File: src/gdp_pkg.sv
/*
  gdp_pkg: constants and carrier types for the gate-driver protection block.
  assumes a 250 MHz system clock; all timing is derived from CLOCK_MHZ.
*/
package gdp_pkg;

  localparam int CLOCK_MHZ = 250;

  // times in ns, as printed; the long overcurrent hold in ms
  localparam int UV_FILTER_NS    = 3000;
  localparam int OC_BLANK_NS     = 500;
  localparam int OV_FILTER_NS    = 2000;
  localparam int OV_HOLD_NS      = 31000;
  localparam int OC_HOLD_SHORT_NS = 34000;
  localparam int OC_HOLD_LONG_MS = 8;
  localparam int SD_MIN_PULSE_NS = 3000;

  // least times round up
  localparam int UV_FILTER_CYC = (UV_FILTER_NS * CLOCK_MHZ + 999) / 1000;
  localparam int OC_BLANK_CYC  = (OC_BLANK_NS * CLOCK_MHZ + 999) / 1000;
  localparam int OV_FILTER_CYC = (OV_FILTER_NS * CLOCK_MHZ + 999) / 1000;
  localparam int OV_HOLD_CYC   = (OV_HOLD_NS * CLOCK_MHZ + 999) / 1000;
  localparam int OC_HOLD_SHORT_CYC = (OC_HOLD_SHORT_NS * CLOCK_MHZ + 999) / 1000;
  localparam int OC_HOLD_LONG_CYC  = OC_HOLD_LONG_MS * CLOCK_MHZ * 1000;
  localparam int SD_MIN_PULSE_CYC  = (SD_MIN_PULSE_NS * CLOCK_MHZ + 999) / 1000;

  localparam int CNT_W = 24;
  localparam int PHASES = 3;

  // comparator flags, one bit per condition
  typedef struct packed {
    logic [PHASES-1:0] bootstrap_low;   // bootstrap supply at or below stop level
    logic              high_logic_low;  // high-side logic supply at or below stop level
    logic              low_logic_low;   // low-side logic supply at or below stop level
    logic              overcurrent;     // sense at or above overcurrent_threshold
    logic              bus_high;        // bus_voltage_sense at or above operate level
    logic              bus_released;    // bus_voltage_sense at or below release level
  } gdp_flags_s;

endpackage

File: src/gdp_protect.sv
/*
  gdp_protect: protection and fault logic of a three-phase gate driver.
  assumes comparator flags and commands arrive asynchronously on pins,
  and that the fault line is open-drain with an external pull-up.
  the comparators own their hysteresis; only their levels reach this block.
  a free-running clock gives every filter, blanking and hold time.
*/
// Function
// - bootstrap undervoltage forces that high-side gate low
// - high-side returns only on next command rising edge
// - no fault indication for high-side supply lockouts
// - bootstrap undervoltage shorter than filter ignored
// - high-logic undervoltage forces all high-side gates low
// - high-logic recovered: high commands pass straight through
// - high-logic undervoltage dips shorter than filter ignored
// - low-logic undervoltage forces all low-side gates low
// - low-logic recovered: low commands pass straight through
// - fault line low throughout low-logic lockout
// - low-logic undervoltage dips shorter than filter ignored
// - overcurrent declared after continuous blanking time
// - overcurrent: low-side gates off, fault line low
// - fault held full hold time after overcurrent
// - static select chooses short or long hold
// - overvoltage starts after continuous filter time
// - overvoltage: low-side gates off, fault line low
// - fault held hold time after bus release
// - any low fault line holds low-side off
// - fault line doubles as external shutdown input
`timescale 1ns/10ps
`default_nettype none
module gdp_protect #(
  parameter int OC_HOLD_LONG = gdp_pkg::OC_HOLD_LONG_CYC
) (
  input  wire logic                      CLOCK,
  input  wire logic                      RSTN,
  input  wire logic [gdp_pkg::PHASES-1:0] HIGH_SIDE_COMMAND,
  input  wire logic [gdp_pkg::PHASES-1:0] LOW_SIDE_COMMAND,
  input  wire gdp_pkg::gdp_flags_s       FLAGS,
  input  wire logic                      HOLD_SELECT_LONG,
  input  wire logic                      FAULT_LINE_IN,
  output logic                           FAULT_LINE_OUT,
  output logic                           FAULT_LINE_OE,
  output logic [gdp_pkg::PHASES-1:0]     HIGH_SIDE_GATE_OUT,
  output logic [gdp_pkg::PHASES-1:0]     LOW_SIDE_GATE_OUT
);

  localparam int W = gdp_pkg::CNT_W;

  ////////////////////////////////////////////////////////////////////////
  // two-stage synchronisers for every pin input; only stage two is read
  logic [gdp_pkg::PHASES-1:0] hcmd_meta_reg;
  logic [gdp_pkg::PHASES-1:0] hcmd_reg;
  logic [gdp_pkg::PHASES-1:0] lcmd_meta_reg;
  logic [gdp_pkg::PHASES-1:0] lcmd_reg;
  gdp_pkg::gdp_flags_s        flags_meta_reg;
  gdp_pkg::gdp_flags_s        flags_reg;
  logic                       sel_meta_reg;
  logic                       sel_reg;
  logic                       line_meta_reg;
  logic                       line_reg;

  always_ff @(posedge CLOCK) begin
    if (!RSTN) begin
      hcmd_meta_reg  <= '0;
      hcmd_reg       <= '0;
      lcmd_meta_reg  <= '0;
      lcmd_reg       <= '0;
      flags_meta_reg <= '0;
      flags_reg      <= '0;
      sel_meta_reg   <= 1'b0;
      sel_reg        <= 1'b0;
      // released wire idles high; a low reset value would fake a shutdown
      line_meta_reg  <= 1'b1;
      line_reg       <= 1'b1;
    end else begin
      hcmd_meta_reg  <= HIGH_SIDE_COMMAND;
      hcmd_reg       <= hcmd_meta_reg;
      lcmd_meta_reg  <= LOW_SIDE_COMMAND;
      lcmd_reg       <= lcmd_meta_reg;
      flags_meta_reg <= FLAGS;
      flags_reg      <= flags_meta_reg;
      sel_meta_reg   <= HOLD_SELECT_LONG;
      sel_reg        <= sel_meta_reg;
      line_meta_reg  <= FAULT_LINE_IN;
      line_reg       <= line_meta_reg;
    end
  end

  logic [gdp_pkg::PHASES-1:0] hcmd;
  logic [gdp_pkg::PHASES-1:0] lcmd;
  gdp_pkg::gdp_flags_s        fl;
  logic                       sel_long;
  logic                       line_low;
  assign hcmd     = hcmd_reg;
  assign lcmd     = lcmd_reg;
  assign fl       = flags_reg;
  assign sel_long = sel_reg;
  assign line_low = ~line_reg;

  ////////////////////////////////////////////////////////////////////////
  // qualify filters: one per undervoltage flag and for overcurrent / bus
  localparam int NQ = gdp_pkg::PHASES + 4;
  logic [NQ-1:0] q_raw;
  logic [NQ-1:0] q_done;
  logic [W-1:0]  q_len [NQ];
  assign q_raw = {fl.bootstrap_low, fl.high_logic_low, fl.low_logic_low,
                  fl.overcurrent, fl.bus_high};
  genvar g;

  // index map, lsb first: bus high, overcurrent, low logic,
  // high logic, then one filter per bootstrap phase
  generate
    for (g = 0; g < NQ; g++) begin : g_len
      if (g == 0) begin : g_ov
        assign q_len[g] = W'(gdp_pkg::OV_FILTER_CYC);
      end else if (g == 1) begin : g_oc
        assign q_len[g] = W'(gdp_pkg::OC_BLANK_CYC);
      end else begin : g_uv
        assign q_len[g] = W'(gdp_pkg::UV_FILTER_CYC);
      end
    end
  endgenerate
  generate
    for (g = 0; g < NQ; g++) begin : g_qual
      logic [W-1:0] cnt_reg;
      always_ff @(posedge CLOCK) begin
        if (!RSTN) begin
          cnt_reg <= '0;
        end else if (!q_raw[g]) begin
          cnt_reg <= '0;
        end else if (cnt_reg < q_len[g]) begin
          cnt_reg <= cnt_reg + W'(1);
        end
      end
      assign q_done[g] = q_raw[g] && (cnt_reg >= q_len[g] - W'(1));
    end
  endgenerate

  logic [gdp_pkg::PHASES-1:0] boot_lock;
  logic high_lock;
  logic low_lock;
  logic oc_trip;
  logic ov_trip;
  assign {boot_lock, high_lock, low_lock, oc_trip, ov_trip} = q_done;

  ////////////////////////////////////////////////////////////////////////
  // undervoltage lock states; a lock holds until the flag clears, a bootstrap wait until the next command rising edge
  logic [gdp_pkg::PHASES-1:0] boot_held;
  logic [gdp_pkg::PHASES-1:0] boot_wait;
  logic                       high_lock_reg;
  logic                       low_lock_reg;
  logic [gdp_pkg::PHASES-1:0] hcmd_prev_reg;
  logic [gdp_pkg::PHASES-1:0] hcmd_rise;

  always_ff @(posedge CLOCK) begin
    if (!RSTN) begin
      hcmd_prev_reg <= '0;
    end else begin
      hcmd_prev_reg <= hcmd;
    end
  end

  assign hcmd_rise = hcmd & ~hcmd_prev_reg;

  // recovery is the flag dropping; the comparator owns the hysteresis
  always_ff @(posedge CLOCK) begin
    if (!RSTN) begin
      high_lock_reg <= 1'b0;
    end else begin
      high_lock_reg <= high_lock | (high_lock_reg & fl.high_logic_low);
    end
  end

  always_ff @(posedge CLOCK) begin
    if (!RSTN) begin
      low_lock_reg <= 1'b0;
    end else begin
      low_lock_reg <= low_lock | (low_lock_reg & fl.low_logic_low);
    end
  end

  generate
    for (g = 0; g < gdp_pkg::PHASES; g++) begin : g_boot
      logic held_reg;
      logic wait_reg;
      always_ff @(posedge CLOCK) begin
        if (!RSTN) begin
          held_reg <= 1'b0;
          wait_reg <= 1'b0;
        end else if (boot_lock[g]) begin
          held_reg <= 1'b1;
          wait_reg <= 1'b1;
        end else begin
          if (!fl.bootstrap_low[g]) begin
            held_reg <= 1'b0;
          end
          // a command left high through the lock must not restart the gate
          if (!held_reg && hcmd_rise[g]) begin
            wait_reg <= 1'b0;
          end
        end
      end
      assign boot_held[g] = held_reg;
      assign boot_wait[g] = wait_reg;
    end
  endgenerate

  ////////////////////////////////////////////////////////////////////////
  // overcurrent and overvoltage hold timers
  // set wins: a trip inside a running hold restarts it from zero
  // the long hold needs 21 of the 24 counter bits; a CNT_W below 21
  // would silently shorten it
  logic [W-1:0] oc_cnt_reg;
  logic         oc_hold_reg;
  logic [W-1:0] oc_len;
  assign oc_len = sel_long ? W'(OC_HOLD_LONG) : W'(gdp_pkg::OC_HOLD_SHORT_CYC);

  always_ff @(posedge CLOCK) begin
    if (!RSTN) begin
      oc_cnt_reg  <= '0;
      oc_hold_reg <= 1'b0;
    end else if (oc_trip) begin
      oc_cnt_reg  <= '0;
      oc_hold_reg <= 1'b1;
    end else if (oc_hold_reg) begin
      if (oc_cnt_reg >= oc_len - W'(1)) begin
        oc_hold_reg <= 1'b0;
      end else begin
        oc_cnt_reg <= oc_cnt_reg + W'(1);
      end
    end
  end

  logic [W-1:0] ov_cnt_reg;
  logic         ov_hold_reg;
  always_ff @(posedge CLOCK) begin
    if (!RSTN) begin
      ov_cnt_reg  <= '0;
      ov_hold_reg <= 1'b0;
    end else if (ov_trip) begin
      ov_cnt_reg  <= '0;
      ov_hold_reg <= 1'b1;
    end else if (ov_hold_reg) begin
      if (!fl.bus_released) begin
        ov_cnt_reg <= '0; // count only once the bus is at or below release
      end else if (ov_cnt_reg >= W'(gdp_pkg::OV_HOLD_CYC) - W'(1)) begin
        ov_hold_reg <= 1'b0;
      end else begin
        ov_cnt_reg <= ov_cnt_reg + W'(1);
      end
    end
  end

  ////////////////////////////////////////////////////////////////////////
  // fault line drive and gate outputs
  logic                       fault_drive;
  logic                       low_cause;
  logic                       oc_cause;
  logic                       ov_cause;
  logic [gdp_pkg::PHASES-1:0] hs_allow;

  // a trip counts in the cycle it qualifies, one ahead of its hold flop
  assign low_cause = low_lock | low_lock_reg;
  assign oc_cause  = oc_trip | oc_hold_reg;
  assign ov_cause  = ov_trip | ov_hold_reg;
  // high-side lockouts deliberately left out of the fault drive
  assign fault_drive = low_cause | oc_cause | ov_cause;

  generate
    for (g = 0; g < gdp_pkg::PHASES; g++) begin : g_gate
      assign hs_allow[g] = ~high_lock & ~high_lock_reg & ~boot_lock[g]
                           & ~boot_held[g] & ~boot_wait[g];
    end
  endgenerate

  always_ff @(posedge CLOCK) begin
    if (!RSTN) begin
      FAULT_LINE_OUT <= 1'b0;
      FAULT_LINE_OE  <= 1'b0;
    end else begin
      FAULT_LINE_OUT <= 1'b0;
      FAULT_LINE_OE  <= fault_drive;
    end
  end

  always_ff @(posedge CLOCK) begin
    if (!RSTN) begin
      HIGH_SIDE_GATE_OUT <= '0;
      LOW_SIDE_GATE_OUT  <= '0;
    end else begin
      HIGH_SIDE_GATE_OUT <= hcmd & hs_allow;
      // sensed low covers own drive and external shutdown
      LOW_SIDE_GATE_OUT <= (fault_drive | line_low) ? '0 : lcmd;
    end
  end

endmodule
`default_nettype wire

File: config.mk
export PLATFORM = sky130hd
export DESIGN_NAME = gdp_protect
export DESIGN_NICKNAME = d
export VERILOG_FILES = /design/src/gdp_pkg.sv /design/src/gdp_protect.sv
export SDC_FILE = /design/constraint.sdc
export NUM_CORES = 1
export LEC_CHECK = 0
export BUFFER_PORTS_ARGS = -buffer_cell sky130_fd_sc_hd__buf_2
export CAP_MARGIN = 15
export CORE_ASPECT_RATIO = 1.4
export CORE_MARGIN = 4
export CORE_UTILIZATION = 45
export CTS_CLUSTER_DIAMETER = 80
export DETAILED_ROUTE_END_ITERATION = 12
export PLACE_DENSITY_LB_ADDON = 0.08
export SYNTH_ARGS = -nofsm -noshare
export SYNTH_HDL_FRONTEND = slang
export SYNTH_SLANG_ARGS = --single-unit
File: constraint.sdc
create_clock -name CLOCK -period 2.92 [get_ports CLOCK]
set_input_delay 0.146 -clock CLOCK [delete_from_list [all_inputs] [get_ports CLOCK]]
set_output_delay 0.146 -clock CLOCK [all_outputs]
set_load 0.1 [all_outputs]
==> summary.txt <==
pre-CTS setup slack - 0.493 ns
Die Wd - 136 um
die area - 25,300 um^2
CP max FO - 26
share of layout cells above drive strength 1 - 0.0842
Placer Congestion - 0.765
area of the multi-input gates - 4590 um^2
Leakage - 4.80 nW
Compound-Gate Fraction of Synth Area - 0.0880
# Post-CTS Setup Buffers - 0
syn nets - 1,125
pwr dens - 631 nW/um^2
CTS Buffer Depth - 3
cell repeated most along the worst path - a211o_1
sequential fraction of the synthesis area - 0.523
worst path cell trace - ha_1 -> a211o_1 -> a211o_1 -> o21ai_1 -> nand3_1 -> buf_4 -> or4_1 -> a21oi_1
H-tree Lvls - 1
worst-skew pair later-pin latency - 0.52 ns
antenna violations before repair - 0
RSZ-0062 raised after global routing - false
FF-to-FF path depth - 8
1st-pass router iterations - 5
Num CTS Buffers - 27
min Tclk post-route - 2.43 ns
worst hold path depth - 2
final WL - 19.0 mm
first-pass GRT wire length - 33.9 mm
clk sinks - 268
Worst R2R End - oc_cnt_reg[16]$_SDFFE_PP0P_
post-synthesis mux area share - 0.00488
Starting Density - 0.455
Root Driver - clkbuf_16
ys flop type - dfxtp_1
asr flop ratio synth - 0
Adder-Cell Fraction of Synth Area - 0.0415
n_diodes - 0
Synth cell types - 57
post-route setup slack - 0.488 ns
clk_skew - 0.0141 ns
max FFs per register - 168
Setup Total Neg Slack - 0 ns
# fillers - 2,089
Post-synth EDFFs - 0
Reg clk slew, reported paths - 0.06 ns
Nets - 1,162
Slowest-stage cell, CP - or4_1
Worst Hold End - line_meta_reg$_SDFF_PN1_
Hold Violations, Final - 0
I/O pin cnt - 26
Max Slew Vio Count - 0
Fmax - 0.411 GHz
routed via count - 7,389
gr ovfl total - 0
Worst-Margin Slew - 0.704 ns
maximum vdd drop - 0.398 mV
critical setup path kind - register to register
Chip Height - 187 um
post-synthesis simple-gate area fraction - 0.265
Worst EP required - 3.38 ns
initial drt markers - 244
Syn Area/Cell - 9.56 um^2
xor-xnor portion of the synthesized cell area - 0.0478
hold crit path type - primary input to register
Detail Route Antenna Nets - 0
Synth Register Bits - 268
drc violations - 0
Critical Path AT - 2.89 ns
beginning of the worst hold path - RSTN
via/cell ratio - 5.17
Critical R2R Launch - oc_cnt_reg[13]$_SDFFE_PP0P_
Max Cap Viol - 0
post-DP HPWL - 12.6 mm
gr usage total - 0.154
register area - 5370 um^2
reg2reg setup slack - 0.49 ns
largest family of logic cells by synthesized area - simple AND/OR/NAND/NOR gates
outcome - finished clean
Post-Synthesis Cells - 1,073
post-DR wirelength/cell - 13.3 um
CP Launch Type - register
CP Capture Type - register
synthesized cell area - 10,300 um^2
port bufs - 24
final setup violating endpoints - 0
CTS tree - done
number of global-route vias before repair - 7,164
largest net degree at the start of global routing - 47
period utilization - 0.833
Yosys Warn Count - 0
core footprint - 22,500 um^2
Layout area overhead - 14.6%
CP max stage delay - 0.51 ns
cell row count - 65
Slew headroom - 0.531
timing repair:
item,CTS,global route
hold endpoints to repair,16,0
hold buffers,16,0
resized for setup,0,0
cells in the mapped netlist (all sizes together) (4+ instances only):
cell type,number,area share
a211oi,7,0.0056
a21boi,6,0.0044
a21oi,37,0.018
a31o,4,0.0034
a31oi,17,0.010
and2,40,0.024
and3,124,0.076
buf,8,0.0045
clkbuf,36,0.013
dfxtp,268,0.52
ha,34,0.041
inv,30,0.011
mux2i,5,0.0049
nand2,61,0.022
nand2b,12,0.0073
nand3,26,0.013
nand4,43,0.026
nor2,108,0.040
nor3,15,0.0078
nor4,28,0.017
nor4b,4,0.0034
o2111ai,4,0.0034
o21ai,16,0.0078
o21ba,5,0.0049
o31ai,16,0.012
or3,11,0.0067
or4,17,0.012
xnor2,16,0.014
xor2,40,0.034
per-stage QoR:
step | hold WS (ns) | area, um^2 | power, mW | utilization | std cells
after floorplan | 0.247 | 10300 | 3.89 | - | 1073
after global placement | 0.334 | 10700 | 3.94 | 0.473 | 1366
after detailed placement | 0.338 | 10700 | 3.94 | 0.473 | 1366
after CTS | 0.0126 | 11800 | 7.55 | 0.522 | 1429
after global routing | 0.0446 | 11800 | 7.72 | 0.522 | 1429
final | 0.0227 | 11800 | 7.42 | 0.522 | 1429
cells by family (layout without fill, tap and decap cells):
kind of cell,count (synthesis),in the layout
simple gates,502,502
other cells,1,1
buf+inv,74,129
fa+ha+maj,34,34
flops,268,268
compound gates,133,133
mux,5,5
xor+xnor,56,56
per-layer routing:
metal  part of all wire  up-vias  global-route usage
met1               0.47     3411               0.203
met5                  0        -                   0
met3              0.028       30              0.0216
li1                   -     3885                   -
met2               0.48       63               0.263
met4              0.023        0              0.0450
how the worst max path moves through the flow:
stage	from	end	slack (ns)
finish	oc_cnt_reg[13]$_SDFFE_PP0P_	oc_cnt_reg[16]$_SDFFE_PP0P_	0.49
global placement	oc_cnt_reg[13]$_SDFFE_PP0P_	oc_cnt_reg[16]$_SDFFE_PP0P_	0.53
detailed placement	oc_cnt_reg[13]$_SDFFE_PP0P_	oc_cnt_reg[16]$_SDFFE_PP0P_	0.49
CTS	sel_long$_SDFF_PN0_	oc_cnt_reg[16]$_SDFFE_PP0P_	0.47
global route	sel_long$_SDFF_PN0_	oc_cnt_reg[16]$_SDFFE_PP0P_	0.19
floorplan	sel_long$_SDFF_PN0_	oc_cnt_reg[1]$_SDFFE_PP0P_	0.68
cell usage in the layout, fill, tap and decap left out, types with 11 or more instances in the layout:
cell,Yosys,layout
a21oi_1,37,37
a31oi_1,17,17
and2_1,39,39
and3_1,124,124
buf_2,4,23
buf_4,1,13
clkbuf_16,0,27
dfxtp_1,268,268
dlygate4sd3_1,0,16
ha_1,34,34
inv_1,30,30
nand2_1,61,61
nand2b_1,12,12
nand3_1,26,26
nand4_1,43,43
nor2_1,108,108
nor3_1,14,14
nor4_1,28,28
o21ai_0,13,13
o31ai_1,16,16
or3_1,11,11
or4_1,17,17
xnor2_1,16,16
xor2_1,40,40
report_power, final:
group          leakage [nW]  internal, mW  switching, mW
Sequential             2.17          3.68         0.0233
Combinational          2.18        0.0592          0.105
Clock                 0.453          2.17           1.38
final cells by class:
type,count,share of cell area
clock buffers,35,0.0643
clock inverters,12,0.0147
inverters,30,0.00958
multi-input cells,731,0.391
flip-flops and latches,268,0.457
well taps,301,0.0321
repair buffers,52,0.0317
critical path, delay by kind of cell (launching register included):
family | cells | cell delay [ns]
AOI/OAI and AO/OA | 4 | 0.88
and+or+nand+nor | 2 | 0.62
buffers and inverters | 1 | 0.22
DFF | 1 | 0.38
adders and majority gates | 1 | 0.26
Power figures use the tool's default switching activity.
